<file path="src/adcf_params.svh">
`ifndef ADCF_PARAMS_SVH
`define ADCF_PARAMS_SVH

// Register byte offsets on the 32-bit slave port.
`define ADCF_OFF_CTRL0 6'h00
`define ADCF_OFF_CTRL1 6'h04
`define ADCF_OFF_CTRL2 6'h08
`define ADCF_OFF_RPT 6'h0c
`define ADCF_OFF_FLTH 6'h10
`define ADCF_OFF_FLTL 6'h14
`define ADCF_OFF_RESH 6'h18
`define ADCF_OFF_RESL 6'h1c
`define ADCF_OFF_PREVH 6'h20
`define ADCF_OFF_PREVL 6'h24
`define ADCF_OFF_PRETIME 6'h28
`define ADCF_OFF_THRESH 6'h2c
`define ADCF_OFF_CLKDIV 6'h30
`define ADCF_OFF_STATUS 6'h34
`define ADCF_OFF_CLEAR 6'h38
`define ADCF_OFF_IEN 6'h3c

// Field positions of converter_control_0.
`define ADCF_C0_ON 7
`define ADCF_C0_CONT 6
`define ADCF_C0_CS 4
`define ADCF_C0_FM 2
`define ADCF_C0_GO 0

// Field positions of converter_control_1.
`define ADCF_C1_PRECHARGE_POLARITY 7
`define ADCF_C1_INVERT_SECOND_PRECHARGE 6
`define ADCF_C1_GUARD_POLARITY 5
`define ADCF_C1_DOUBLE_SAMPLE_ENABLE 0

// Field positions of converter_control_2.
`define ADCF_C2_SOI 7
`define ADCF_C2_MODE_LSB 4
`define ADCF_C2_SHIFT_LSB 0

// Event bits in status, clear and enable registers.
`define ADCF_EV_DONE 0
`define ADCF_EV_THR 1

// Reset values that are not all zero.
`define ADCF_RST_WAITREQ 1'b1

`endif

</file>
<file path="src/adcf_pkg.sv">
package adcf_pkg;

	// Computation modes of the filter stage.
	typedef enum logic [2:0] {
		MD_BASIC,
		MD_ACCUM,
		MD_AVG,
		MD_BURST,
		MD_LPF
	} adcf_mode_t;

	// Conversion sequencer states.
	typedef enum logic [1:0] {
		ST_IDLE,
		ST_PRECHARGE,
		ST_CONVERT,
		ST_COMPUTE
	} adcf_state_t;

	// Controls toward the analog sampling stage.
	typedef struct packed {
		logic pre_active;
		logic pin_to_supply;
		logic hold_to_supply;
		logic guard;
		logic start;
	} adcf_analog_t;

endpackage

</file>
<file path="src/adcf_ctrl.sv">
`timescale 1ns/1ns
`include "adcf_params.svh"
module adcf_ctrl import adcf_pkg::*; #(
	parameter int RESULT_W = 12
) (
	input wire logic i_mclk,
	input wire logic i_resetn,
	input wire logic i_ce,
	input wire logic [5:0] i_avs_address,
	input wire logic i_avs_read,
	input wire logic i_avs_write,
	input wire logic [31:0] i_avs_writedata,
	input wire logic [3:0] i_avs_byteenable,
	output logic [31:0] o_avs_readdata,
	output logic o_avs_waitrequest,
	input wire logic i_trigger,
	input wire logic i_rc_osc,
	input wire logic i_conv_done,
	input wire logic [RESULT_W-1:0] i_conv_data,
	output adcf_analog_t o_analog,
	output logic o_conv_clock_select,
	output logic o_conv_tick,
	output logic o_irq
);

	typedef struct packed {
		logic [2:0] trig_s;
		logic [2:0] done_s;
		logic [2:0] osc_s;
		logic [RESULT_W-1:0] data_s1;
		logic [RESULT_W-1:0] data_s2;
		logic on;
		logic cont;
		logic cs;
		logic fm;
		logic go;
		logic precharge_polarity;
		logic invert_second_precharge;
		logic guard_polarity;
		logic double_sample_enable;
		adcf_mode_t mode;
		logic [2:0] shift;
		logic soi;
		logic [7:0] rpt;
		logic [7:0] pre_time;
		logic [7:0] div;
		logic [7:0] divcnt;
		logic [7:0] timer;
		logic [7:0] cnt;
		logic [15:0] thresh;
		logic [15:0] acc;
		logic [15:0] lowpass_mode;
		logic [15:0] flt;
		logic [RESULT_W-1:0] res;
		logic [RESULT_W-1:0] prev;
		logic second;
		adcf_state_t st;
		logic [1:0] status;
		logic [1:0] ien;
		logic irq;
		logic waitreq;
		logic [31:0] rdata;
		adcf_analog_t ana;
		logic tick;
	} adcf_ctrl_state_t;

	adcf_ctrl_state_t q;
	adcf_ctrl_state_t next_q;

	logic filt_restart;
	logic [15:0] filt_acc;
	logic [15:0] filt_lpf;
	logic [15:0] filt_out;
	logic avg_mode;

	// A result wider than 15 bits leaves no room for left justification.
	if (RESULT_W < 8 || RESULT_W > 15) begin : g_bad_width
		$error("adcf_ctrl: RESULT_W must lie between 8 and 15");
	end

	// Averaging modes restart the accumulator at the start of each repeat group.
	assign avg_mode = (q.mode == MD_AVG) || (q.mode == MD_BURST);
	assign filt_restart = avg_mode && (q.cnt == 8'h00);

	adcf_filter #(
		.RESULT_W(RESULT_W)
	) u_filter (
		.i_mode(q.mode),
		.i_shift(q.shift),
		.i_restart(filt_restart),
		.i_sample(q.res),
		.i_acc(q.acc),
		.i_lpf(q.lowpass_mode),
		.o_acc(filt_acc),
		.o_lpf(filt_lpf),
		.o_out(filt_out)
	);

	// All next-state logic; configuration writes first, control register 0 after the sequencer, status events last so sets beat clears.
	always_comb begin
		logic trig_edge;
		logic done_edge;
		logic osc_edge;
		logic tick_now;
		logic wr_take;
		logic begin_conv;
		logic nsecond;
		logic inv;
		logic gated;
		logic reached;
		logic thr_hit;
		logic ev_done;
		logic ev_thr;
		logic [1:0] clr_mask;
		logic [7:0] cnt_n;
		logic [15:0] res16;
		logic [15:0] prev16;
		logic [31:0] rmux;
		logic [7:0] wd;
		trig_edge = 1'b0;
		done_edge = 1'b0;
		osc_edge = 1'b0;
		tick_now = 1'b0;
		wr_take = 1'b0;
		begin_conv = 1'b0;
		nsecond = q.second;
		inv = 1'b0;
		gated = 1'b0;
		reached = 1'b0;
		thr_hit = 1'b0;
		ev_done = 1'b0;
		ev_thr = 1'b0;
		clr_mask = 2'h0;
		cnt_n = 8'h00;
		res16 = 16'h0000;
		prev16 = 16'h0000;
		rmux = 32'h0000_0000;
		wd = i_avs_writedata[7:0];
		next_q = q;

		// Pin inputs pass two flip-flops; the third stage only serves edge detection.
		next_q.trig_s = {q.trig_s[1:0], i_trigger};
		next_q.done_s = {q.done_s[1:0], i_conv_done};
		next_q.osc_s = {q.osc_s[1:0], i_rc_osc};
		next_q.data_s1 = i_conv_data;
		next_q.data_s2 = q.data_s1;
		trig_edge = q.trig_s[1] && !q.trig_s[2];
		done_edge = q.done_s[1] && !q.done_s[2];
		osc_edge = q.osc_s[1] && !q.osc_s[2];
		next_q.ana.start = 1'b0;

		// Converter tick from the dedicated oscillator or the divided system clock.
		if (q.cs) begin
			tick_now = osc_edge;
			next_q.divcnt = 8'h00;
		end else if (q.divcnt >= q.div) begin
			tick_now = 1'b1;
			next_q.divcnt = 8'h00;
		end else begin
			next_q.divcnt = q.divcnt + 8'h01;
		end
		next_q.tick = tick_now;

		// Result views, right justified or left justified with zero fill.
		if (q.fm) begin
			res16 = {{(16-RESULT_W){1'b0}}, q.res};
			prev16 = {{(16-RESULT_W){1'b0}}, q.prev};
		end else begin
			res16 = {q.res, {(16-RESULT_W){1'b0}}};
			prev16 = {q.prev, {(16-RESULT_W){1'b0}}};
		end

		// One wait cycle per access; the answer comes in the second cycle of the request.
		next_q.waitreq = !((i_avs_read || i_avs_write) && q.waitreq);
		wr_take = i_avs_write && !q.waitreq && i_avs_byteenable[0];

		// Read decode; unused bits and unmapped offsets read as zero.
		if (i_avs_address == `ADCF_OFF_CTRL0) begin
			rmux[`ADCF_C0_ON] = q.on;
			rmux[`ADCF_C0_CONT] = q.cont;
			rmux[`ADCF_C0_CS] = q.cs;
			rmux[`ADCF_C0_FM] = q.fm;
			rmux[`ADCF_C0_GO] = q.go;
		end else if (i_avs_address == `ADCF_OFF_CTRL1) begin
			rmux[`ADCF_C1_PRECHARGE_POLARITY] = q.precharge_polarity;
			rmux[`ADCF_C1_INVERT_SECOND_PRECHARGE] = q.invert_second_precharge;
			rmux[`ADCF_C1_GUARD_POLARITY] = q.guard_polarity;
			rmux[`ADCF_C1_DOUBLE_SAMPLE_ENABLE] = q.double_sample_enable;
		end else if (i_avs_address == `ADCF_OFF_CTRL2) begin
			rmux[`ADCF_C2_SOI] = q.soi;
			rmux[`ADCF_C2_MODE_LSB +: 3] = q.mode;
			rmux[`ADCF_C2_SHIFT_LSB +: 3] = q.shift;
		end else if (i_avs_address == `ADCF_OFF_RPT) begin
			rmux[7:0] = q.rpt;
		end else if (i_avs_address == `ADCF_OFF_FLTH) begin
			rmux[7:0] = q.flt[15:8];
		end else if (i_avs_address == `ADCF_OFF_FLTL) begin
			rmux[7:0] = q.flt[7:0];
		end else if (i_avs_address == `ADCF_OFF_RESH) begin
			rmux[7:0] = res16[15:8];
		end else if (i_avs_address == `ADCF_OFF_RESL) begin
			rmux[7:0] = res16[7:0];
		end else if (i_avs_address == `ADCF_OFF_PREVH) begin
			rmux[7:0] = prev16[15:8];
		end else if (i_avs_address == `ADCF_OFF_PREVL) begin
			rmux[7:0] = prev16[7:0];
		end else if (i_avs_address == `ADCF_OFF_PRETIME) begin
			rmux[7:0] = q.pre_time;
		end else if (i_avs_address == `ADCF_OFF_THRESH) begin
			rmux[15:0] = q.thresh;
		end else if (i_avs_address == `ADCF_OFF_CLKDIV) begin
			rmux[7:0] = q.div;
		end else if (i_avs_address == `ADCF_OFF_STATUS) begin
			rmux[1:0] = q.status;
		end else if (i_avs_address == `ADCF_OFF_IEN) begin
			rmux[1:0] = q.ien;
		end
		if (i_avs_read && q.waitreq) begin
			next_q.rdata = rmux;
		end

		// Configuration writes; the filter output registers ignore writes.
		if (wr_take) begin
			if (i_avs_address == `ADCF_OFF_CTRL1) begin
				next_q.precharge_polarity = wd[`ADCF_C1_PRECHARGE_POLARITY];
				next_q.invert_second_precharge = wd[`ADCF_C1_INVERT_SECOND_PRECHARGE];
				next_q.guard_polarity = wd[`ADCF_C1_GUARD_POLARITY];
				next_q.double_sample_enable = wd[`ADCF_C1_DOUBLE_SAMPLE_ENABLE];
			end else if (i_avs_address == `ADCF_OFF_CTRL2) begin
				next_q.soi = wd[`ADCF_C2_SOI];
				next_q.mode = adcf_mode_t'(wd[`ADCF_C2_MODE_LSB +: 3]);
				next_q.shift = wd[`ADCF_C2_SHIFT_LSB +: 3];
			end else if (i_avs_address == `ADCF_OFF_RPT) begin
				next_q.rpt = wd;
			end else if (i_avs_address == `ADCF_OFF_PRETIME) begin
				next_q.pre_time = wd;
			end else if (i_avs_address == `ADCF_OFF_THRESH) begin
				next_q.thresh[7:0] = wd;
				if (i_avs_byteenable[1]) begin
					next_q.thresh[15:8] = i_avs_writedata[15:8];
				end
			end else if (i_avs_address == `ADCF_OFF_CLKDIV) begin
				next_q.div = wd;
			end else if (i_avs_address == `ADCF_OFF_CLEAR) begin
				clr_mask = wd[1:0];
			end else if (i_avs_address == `ADCF_OFF_IEN) begin
				next_q.ien = wd[1:0];
			end
		end

		// A trigger pin edge starts a conversion only while enabled.
		if (trig_edge && q.on && !q.go) begin
			next_q.go = 1'b1;
		end

		// Conversion sequencer.
		case (q.st)
			ST_IDLE: begin
				if (q.go && q.on) begin
					nsecond = 1'b0;
					begin_conv = 1'b1;
				end
			end
			ST_PRECHARGE: begin
				if (tick_now) begin
					if (q.timer + 8'h01 >= q.pre_time) begin
						next_q.st = ST_CONVERT;
						next_q.ana.pre_active = 1'b0;
						next_q.ana.pin_to_supply = 1'b0;
						next_q.ana.hold_to_supply = 1'b0;
						next_q.ana.start = 1'b1;
					end else begin
						next_q.timer = q.timer + 8'h01;
					end
				end
			end
			ST_CONVERT: begin
				if (done_edge) begin
					if (q.double_sample_enable && !q.second) begin
						next_q.prev = q.data_s2;
						nsecond = 1'b1;
						begin_conv = 1'b1;
					end else begin
						if (!q.double_sample_enable) begin
							next_q.prev = q.res;
						end
						next_q.res = q.data_s2;
						next_q.st = ST_COMPUTE;
					end
				end
			end
			ST_COMPUTE: begin
				gated = avg_mode || (q.mode == MD_LPF);
				cnt_n = q.cnt + 8'h01;
				reached = !gated || (cnt_n >= q.rpt);
				next_q.cnt = reached ? 8'h00 : cnt_n;
				next_q.acc = filt_acc;
				next_q.lowpass_mode = filt_lpf;
				next_q.flt = filt_out;
				thr_hit = reached && (filt_out > q.thresh);
				ev_done = 1'b1;
				ev_thr = thr_hit;
				if ((q.mode == MD_BURST) && !reached) begin
					nsecond = 1'b0;
					begin_conv = 1'b1;
				end else begin
					next_q.st = ST_IDLE;
					next_q.go = q.cont && !(q.soi && thr_hit);
				end
			end
			default: begin
				next_q.st = ST_IDLE;
			end
		endcase

		// Launch a conversion, with precharge only when a precharge time is set.
		if (begin_conv) begin
			next_q.second = nsecond;
			inv = q.double_sample_enable && q.invert_second_precharge && nsecond;
			if (q.pre_time != 8'h00) begin
				next_q.st = ST_PRECHARGE;
				next_q.timer = 8'h00;
				next_q.ana.pre_active = 1'b1;
				next_q.ana.pin_to_supply = q.precharge_polarity ^ inv;
				next_q.ana.hold_to_supply = !(q.precharge_polarity ^ inv);
			end else begin
				next_q.st = ST_CONVERT;
				next_q.ana.start = 1'b1;
			end
		end

		// Guard level follows its polarity bit, flipped on an inverted second conversion.
		next_q.ana.guard = q.guard_polarity ^ (q.double_sample_enable && q.invert_second_precharge && next_q.second);

		// Control register 0; go set only while enabled, clear while busy aborts.
		if (wr_take && (i_avs_address == `ADCF_OFF_CTRL0)) begin
			next_q.on = wd[`ADCF_C0_ON];
			next_q.cont = wd[`ADCF_C0_CONT];
			next_q.cs = wd[`ADCF_C0_CS];
			next_q.fm = wd[`ADCF_C0_FM];
			if (!wd[`ADCF_C0_ON] || !wd[`ADCF_C0_GO]) begin
				if (q.st != ST_IDLE) begin
					next_q.res = q.data_s2;
				end
				next_q.go = 1'b0;
				next_q.st = ST_IDLE;
				next_q.second = 1'b0;
				next_q.ana = '0;
				next_q.ana.guard = q.guard_polarity;
				ev_done = 1'b0;
				ev_thr = 1'b0;
			end else if (q.on) begin
				next_q.go = 1'b1;
			end
		end

		// Sticky events; a new event wins over a clear in the same cycle.
		next_q.status = (q.status & ~clr_mask) | {ev_thr, ev_done};
		next_q.irq = |(next_q.status & next_q.ien);
	end

	// State register; the clock enable freezes everything, the bus included.
	always_ff @(posedge i_mclk or negedge i_resetn) begin
		if (!i_resetn) begin
			q <= '0;
			q.waitreq <= `ADCF_RST_WAITREQ;
		end else if (i_ce) begin
			q <= next_q;
		end
	end

	// Outputs straight from the state register.
	assign o_avs_readdata = q.rdata;
	assign o_avs_waitrequest = q.waitreq;
	assign o_analog = q.ana;
	assign o_conv_clock_select = q.cs;
	assign o_conv_tick = q.tick;
	assign o_irq = q.irq;

endmodule

</file>
<file path="src/adcf_filter.sv">
`timescale 1ns/1ns
module adcf_filter import adcf_pkg::*; #(
	parameter int RESULT_W = 12
) (
	input wire adcf_mode_t i_mode,
	input wire logic [2:0] i_shift,
	input wire logic i_restart,
	input wire logic [RESULT_W-1:0] i_sample,
	input wire logic [15:0] i_acc,
	input wire logic [15:0] i_lpf,
	output logic [15:0] o_acc,
	output logic [15:0] o_lpf,
	output logic [15:0] o_out
);

	logic [15:0] sample16;

	// A wider sample would no longer fit the 16-bit accumulator view.
	if (RESULT_W < 8 || RESULT_W > 15) begin : g_bad_width
		$error("adcf_filter: RESULT_W must lie between 8 and 15");
	end

	assign sample16 = {{(16-RESULT_W){1'b0}}, i_sample};

	// The accumulator wraps on overflow; software picks the shift to keep it in range.
	always_comb begin
		o_acc = (i_restart ? 16'h0000 : i_acc) + sample16;
		o_lpf = i_lpf - (i_lpf >> i_shift) + sample16;
		if (i_mode == MD_LPF) begin
			o_out = o_lpf >> i_shift;
		end else if (i_mode == MD_BASIC) begin
			o_out = sample16;
		end else begin
			o_out = o_acc >> i_shift;
		end
	end

endmodule

</file>
<file path="config.mk">
export PLATFORM = sky130hd
export DESIGN_NAME = adcf_ctrl
export DESIGN_NICKNAME = d
export VERILOG_FILES = /design/src/adcf_pkg.sv /design/src/adcf_ctrl.sv /design/src/adcf_filter.sv
export VERILOG_INCLUDE_DIRS = /design/src
export SDC_FILE = /design/constraint.sdc
export NUM_CORES = 1
export LEC_CHECK = 0
export BUFFER_PORTS_ARGS = -buffer_cell sky130_fd_sc_hd__buf_2
export CAP_MARGIN = 20
export CORE_MARGIN = 5
export CORE_UTILIZATION = 30
export DETAILED_ROUTE_END_ITERATION = 6
export GPL_ROUTABILITY_DRIVEN = 1
export PLACE_DENSITY = 0.46
export RECOVER_POWER = 50
export SYNTH_ARGS = -nofsm -noshare
export SYNTH_HDL_FRONTEND = slang
export SYNTH_SLANG_ARGS = --single-unit
export TNS_END_PERCENT = 20
</file>
<file path="constraint.sdc">
create_clock -name i_mclk -period 9.7 [get_ports i_mclk]
set_input_delay 0.485 -clock i_mclk [delete_from_list [all_inputs] [get_ports i_mclk]]
set_output_delay 0.485 -clock i_mclk [all_outputs]
set_load 0.02 [all_outputs]
</file>
# Word level (Yosys, flattened, before mapping)
# Index checks and enable logic that the tools add are counted.
totals:
  ff_bits: 216
  in_bits: 62
  output_inout_bits: 41
classes:
  addsub: 6
  magnitude_cmp: 4
  eq_ne: 22
  shift: 3
  mux: 122
  bitwise_logic: 11
  n_reduce_logical: 56
op_table:
  columns: ["op", "n"]
  rows:
  - ["8-bit two-way mux", 29]
  - ["16-bit two-way mux", 5]
  - ["12-bit two-way mux", 6]
  - ["2-bit two-way mux", 27]
  - ["6-bit equality test (second input constant)", 8]
  - ["24-bit two-way mux", 2]
  - ["16-bit by 3-bit >> shifter with 16-bit output", 3]
  - ["1-bit two-way mux", 35]
  - ["16-bit by 12-bit adder with 16-bit output", 2]
  - ["3-bit two-way mux", 10]
  - ["8-bit by 1-bit adder with 8-bit output (second input constant)", 3]
  - ["6-bit by 5-bit equality test with 1-bit output (second input constant)", 4]
  - ["8-bit greater-or-equal comparator", 3]
  - ["1-bit logical AND", 20]
  - ["16-bit > comparator", 1]
  - ["8-bit AND reduction", 2]
  - ["16-bit subtractor", 1]
  - ["1-bit zero test", 13]
  - ["6-bit by 4-bit equality test with 1-bit output (second input constant)", 2]
  - ["5-bit two-way mux", 2]
  - ["8-bit zero test", 1]
  - ["4-bit two-way mux", 2]
  - ["4-bit AND reduction", 2]
  - ["8-bit nonzero test", 1]
  - ["other kinds (25)", 40]

# Depth between registers and ports, before layout
logic_depth:
  depth_word: 18
  ltp_mapped: 31

# Hierarchy
# A second synthesis with hierarchy kept.
hier_totals:
  hier_cells: 1745
  area_unflattened_um2: 15652.5
by_module_without_submodules:
  columns: ["mod", "instances", "cells_per_inst", "area_per_inst_um2"]
  rows:
  - ["adcf_ctrl", 1, 1197, 11564.8]
  - ["adcf_filter", 1, 548, 4087.7]

# Worst setup path after synthesis
# No wires, ideal clock.
synth_path:
  path_kind: "register to register"
  from: "register q[185] in the netlist's numbering"
  to: "register q, in the netlist o_irq"
  setup_ns: 0.119
  t_arrival_ns: 6.438
  setup_slack_ns: 3.143
  path_stages_with_launch: 29
  path_buffers: 4
  synth_period_minus_slack_ns: 6.557
  cell_sequence: "dfrtp_1 -> clkbuf_1 -> buf_1 -> clkbuf_1 -> clkbuf_1 -> mux2i_1 -> nand2_1 -> o21ai_0 -> a21oi_1 -> fa_1 -> inv_1 -> ha_1 -> a211oi_1 -> o21ai_0 -> and2_1 -> o311a_1 -> mux4_2 -> and2_1 -> a221oi_2 -> mux2i_1 -> ha_1 -> o21a_1 -> o21ai_0 -> a211oi_1 -> o31a_1 -> o311a_1 -> a22oi_1 -> o221ai_1 -> o21a_1"
synth_via:
  elab_chain_cells: 13
  word_cells_on_any_way: 15
  cone_classes: "add/sub: 2; order compare: 1; shift: 3; mux: 5; bitwise: 2; reduce/logical: 2"
synth_lines:
  columns: ["item", "line", "text"]
  rows:
  - ["start: declaration", "adcf_ctrl.sv:67", "adcf_ctrl_state_t q;"]
  - ["start signal: assignment", "adcf_ctrl.sv:368", "q <= next_q;"]
  - ["16-bit by 3-bit >> shifter with 16-bit output", "adcf_filter.sv:28", "o_lpf = i_lpf - (i_lpf >> i_shift) + sample16;"]
  - ["16-bit subtractor", "adcf_filter.sv:28", null]
  - ["16-bit by 12-bit adder with 16-bit output", "adcf_filter.sv:28", null]
  - ["16-bit by 3-bit >> shifter with 16-bit output", "adcf_filter.sv:30", "o_out = o_lpf >> i_shift;"]
  - ["16-bit two-way mux (*)", "adcf_filter.sv:29", "if (i_mode == MD_LPF) begin"]
  - ["named net filt_out[2]", "adcf_ctrl.sv:73", "logic [15:0] filt_out;"]
  - ["16-bit > comparator (*)", "adcf_ctrl.sv:300", "thr_hit = reached && (filt_out > q.thresh);"]
  - ["1-bit logical AND (*)", "adcf_ctrl.sv:300", null]
  - ["1-bit two-way mux (*)", "adcf_ctrl.sv:257", "case (q.st)"]
  - ["1-bit two-way mux", "adcf_ctrl.sv:341", "if (!wd[`ADCF_C0_ON] || !wd[`ADCF_C0_GO]) begin"]
  - ["1-bit two-way mux (*)", "adcf_ctrl.sv:336", "if (wr_take && (i_avs_address == `ADCF_OFF_CTRL0)) begin"]
  - ["2-bit OR (*)", "adcf_ctrl.sv:358", "next_q.status = (q.status & ~clr_mask) | {ev_thr, ev_done};"]
  - ["2-bit bitwise AND (*)", "adcf_ctrl.sv:359", "next_q.irq = |(next_q.status & next_q.ien);"]
  - ["2-bit OR reduction (*)", "adcf_ctrl.sv:359", null]
# Mark *: on every way through the listed nets, which the timed path passes. The rest lies on a longest branch.
# A chain may end at the register's enable or synchronous reset.

# Final worst setup path
# Ends and elaborated chain as after synthesis.

==> metrics.log <==
INFO  metric first_global_vias = 12,700
INFO  metric power.clock.fraction = 0.402
INFO  metric design.final.nets = 1,919
INFO  metric cts_post_setup_buffers_inserted = 0
INFO  metric wire_length_of_the_first_global_routing_pass = 77.6 mm
INFO  metric synthCells = 1,759
INFO  metric asyncSetResetFlopFracSynth = 1.00
INFO  metric timing_hold_violations_final = 0
INFO  metric cts.sinks = 216
INFO  metric htree_num_levels = 1
INFO  metric final.period_utilization = 0.767
INFO  metric crit_fanout = 45
INFO  metric dr_total_vias = 13,000
INFO  metric powerDensity = 145 mW/mm2
INFO  metric maxCapViolations = 3
INFO  metric worstMarginPinSlew = 5.34 ns
INFO  metric unrepaired_setup_endpoints_after_global_routing = no
INFO  metric cts-hold-fix-buffers = 1
INFO  metric finalSetupViolCount = 0
INFO  metric seqCellArea = 0.00541 mm2
INFO  metric number_of_placement_rows = 83
INFO  metric initialDrtViolationCount = 1,027
INFO  metric crit_path_max_incr_delay = 0.97 ns
INFO  metric sw_frac_of_total = 0.310
INFO  metric p_total = 0.00247 W
INFO  metric ctsResizeCount = 0
INFO  metric critical_path.slowest_cell = sky130_fd_sc_hd__dfrtp_2
INFO  metric detailed_place.area = 0.0162 mm2
INFO  metric place.detailed.hpwl = 37.0 mm
INFO  metric multi_input_logic_area = 0.00902 mm2
INFO  metric fin_worst_skew = 0.0290 ns
INFO  metric die_h = 237 um
INFO  metric finalMaxSlewViolations = 237
INFO  metric synth.top_cell.area_share = 0.349
INFO  metric cts.clk_slew.worst_paths = 0.06 ns
INFO  metric post_synth_and_or_nand_nor_area_fraction = 0.165
INFO  metric slew_headroom = -2.56
INFO  metric violated_checks = capacitance limit, slew limit
INFO  metric synth_fa_ha_area_frac = 0.0778
INFO  metric total_leakage_power = 7.42 nW
INFO  metric final_cell_area = 0.0170 mm2
INFO  metric tritoncts = done
INFO  metric worst_hold_path_type = in2reg
INFO  metric fp.dieArea = 0.0560 mm2
INFO  metric area.growth.synth_to_final = 10.5%
INFO  metric postSynthRegisterBits = 216
INFO  metric grt_util_all_layers = 0.173
INFO  metric critical-path-top-cell-by-count = sky130_fd_sc_hd__ha_1
INFO  metric initial_utilization = 0.302
INFO  metric power.net_switching = 0.000765 W
INFO  metric worst_ep_arrival_time = 7.89 ns
INFO  metric power.share.combinational = 0.196
INFO  metric synth_area_leaders = sky130_fd_sc_hd__dfrtp_1 35%, sky130_fd_sc_hd__mux2_2 7.2%, sky130_fd_sc_hd__ha_1 6.1%
INFO  metric fraction_of_final_layout_cells_with_drive_strength_greater_than_1 = 0.133
INFO  metric timing.critical_path.to_type = flop
INFO  metric wirelength = 50.1 mm
INFO  metric p_seq_frac = 0.402
INFO  metric grt_max_degree = 93
INFO  metric num-fill-cells = 5,411
INFO  metric synth.lib_cells_used.distinct = 93
INFO  metric tns = 0 ns
INFO  metric timing.critical_path.buf_inv = 2
INFO  metric critical_path_type = reg2reg
INFO  metric io_buffers = 68
INFO  metric synth.avg_cell_area = 8.76 um2
INFO  metric die_width = 237 um
INFO  metric grt_antenna_before_repair = 3
INFO  metric main_combinational_cell_family_by_area_after_synthesis = compound AO/OA/AOI/OAI gates
INFO  metric post-route-drc-count = 0
INFO  metric synth.area.mux_share = 0.113
INFO  metric fmaxAchievable = 134 MHz
INFO  metric cts-root-buf = sky130_fd_sc_hd__clkbuf_16
INFO  metric wl_per_cell = 20.3 um
INFO  metric ys_warn_count = 0
INFO  metric ant_nets_after_route = 0
INFO  metric synth_edf_count = 0
INFO  metric critPathRequiredTime = 10.15 ns
INFO  metric final_critical_delay_including_setup_and_external_delays = 7.44 ns
INFO  metric mapped_cell_area = 0.0154 mm2
INFO  metric floorplan.core_area = 0.0511 mm2
INFO  metric tritoncts.num_buffers = 26
INFO  metric synth_compound_area_frac = 0.203
INFO  metric worstSetupStartpointType = flop
INFO  metric synth_xor_area_frac = 0.0226
INFO  metric critPathTopFamily = compound AO/OA/AOI/OAI gates
INFO  metric cts_buffer_depth = 3
INFO  metric power_report.internal_total = 0.00170 W
INFO  metric pin_count = 103
INFO  metric grt_remaining_overflow = 0
INFO  metric ys_dominant_reg_cell = sky130_fd_sc_hd__dfrtp_1
INFO  metric drt_pre_antenna_iters = 6
INFO  metric gp_routability_congestion = 0.909
INFO  metric via_per_inst = 5.27
INFO  metric yosysSeqAreaShare = 0.351
INFO  metric clock_latency = 0.57 ns
INFO  metric ir_drop = 0.000106 V
INFO  metric holdWs = 0.150 ns
INFO  metric run_status = complete, but fails checks
INFO  metric netlist.top_cell.by_area = sky130_fd_sc_hd__dfrtp_1
## Yosys cell counts (5+ instances only)
cell / count
sky130_fd_sc_hd__fa_1: 13
sky130_fd_sc_hd__and2_1: 19
sky130_fd_sc_hd__nand2_1: 233
sky130_fd_sc_hd__clkbuf_1: 61
sky130_fd_sc_hd__o21a_1: 11
sky130_fd_sc_hd__inv_1: 116
sky130_fd_sc_hd__a21o_1: 15
sky130_fd_sc_hd__o211ai_1: 14
sky130_fd_sc_hd__xor2_1: 16
sky130_fd_sc_hd__xnor2_1: 20
sky130_fd_sc_hd__nor3_1: 38
sky130_fd_sc_hd__buf_4: 37
sky130_fd_sc_hd__nand2b_1: 17
sky130_fd_sc_hd__o22ai_1: 14
sky130_fd_sc_hd__buf_1: 14
sky130_fd_sc_hd__nor2b_1: 18
sky130_fd_sc_hd__mux2_2: 98
sky130_fd_sc_hd__a22o_1: 7
sky130_fd_sc_hd__a22oi_1: 16
sky130_fd_sc_hd__ha_1: 75
sky130_fd_sc_hd__a222oi_1: 7
sky130_fd_sc_hd__or2_2: 5
sky130_fd_sc_hd__a21oi_1: 99
sky130_fd_sc_hd__nand4_1: 13
sky130_fd_sc_hd__o221ai_1: 11
sky130_fd_sc_hd__nand3_1: 43
sky130_fd_sc_hd__buf_2: 5
sky130_fd_sc_hd__dfrtp_1: 215
sky130_fd_sc_hd__o31ai_1: 11
sky130_fd_sc_hd__nor2_1: 116
sky130_fd_sc_hd__and3_1: 17
sky130_fd_sc_hd__a211oi_1: 30
sky130_fd_sc_hd__a31oi_1: 11
sky130_fd_sc_hd__o21ai_0: 155
sky130_fd_sc_hd__mux4_2: 9
sky130_fd_sc_hd__a221oi_1: 10
sky130_fd_sc_hd__nor4_1: 7
sky130_fd_sc_hd__mux2i_1: 43
## logic make-up after synthesis
kind of cell | Yosys count
AO/OA/AOI/OAI | 477
XOR/XNOR | 38
adder cells (fa/ha/maj) | 88
buffers and inverters | 237
flip-flops | 216
multiplexers | 150
other | 1
AND/OR/NAND/NOR | 552
## flip-flops by register name, summed over array words and instances (netlist names)
register and cells:
next_q 18, o_analog 5, o_avs_readdata 16, o_avs_waitrequest 1, o_conv_clock_select 1, o_conv_tick 1, o_irq 1, q 173
## power groups by stage
| stage | sequential [W] | combinational, W | clock (W) |
|---|---|---|---|
| 2_1_floorplan | 0.000988 | 0.000342 | 0 |
| 4_1_cts | 0.000993 | 0.000488 | 0.00103 |
| 6_report | 0.000993 | 0.000483 | 0.000993 |
| 5_1_grt | 0.000999 | 0.000537 | 0.00107 |
| 3_3_place_gp | 0.00101 | 0.000481 | 0 |
| 3_5_place_dp | 0.00101 | 0.000485 | 0 |
## metal layers
| layer | track usage | vias up | wire, um |
|---|---|---|---|
| li1 | - | 6285 | - |
| met1 | 0.246 | 6334 | 23300 |
| met2 | 0.281 | 306 | 23200 |
| met3 | 0.0236 | 82 | 2300 |
| met4 | 0.0392 | 4 | 1300 |
| met5 | 0 | - | 19 |
## layout make-up
type	count	share of cell area
Clock inverter	11	0.00823
Clock buffer	35	0.0425
Inverter	117	0.0258
Tap cell	680	0.0500
Sequential cell	216	0.318
Antenna cell	1	0.000147
Timing Repair Buffer	87	0.0256
Multi-Input combinational cell	1321	0.530
## final timing paths
check / slack (ns) / start / cells after the start / to
min in group asynchronous: 2.42 / i_resetn / 2 / q[100]
max in group asynchronous: 2.80 / i_resetn / 4 / q[46]
max: 2.26 / q[185] / 25 / o_irq
max reg2reg: 2.26 / q[185] / 25 / o_irq
min reg2reg: 0.47 / q[108] / 2 / q[108]
min: 0.15 / i_conv_data[5] / 2 / next_q[204]
## layout by cell type (no fill, tap or decap), drive strengths merged, types with 19 or more instances in the layout
cell	instances
nand3	43
nor2	116
a211oi	32
dfrtp	215
inv	117
and2	21
nor3	39
nand2	233
ha	75
a21oi	102
mux2i	43
nor2b	19
mux2	98
xnor2	22
o21ai	157
clkbuf	67
buf	54
## metrics by stage
step	instances	worst slack [ns]	utilization
2_1_floorplan	1774	3.14	-
3_3_place_gp	2420	2.39	0.317
3_5_place_dp	2420	2.45	0.317
4_1_cts	2467	2.42	0.334
5_1_grt	2467	1.37	0.333
6_report	2468	2.26	0.333
No activity file was read; power rests on OpenSTA's default activity.
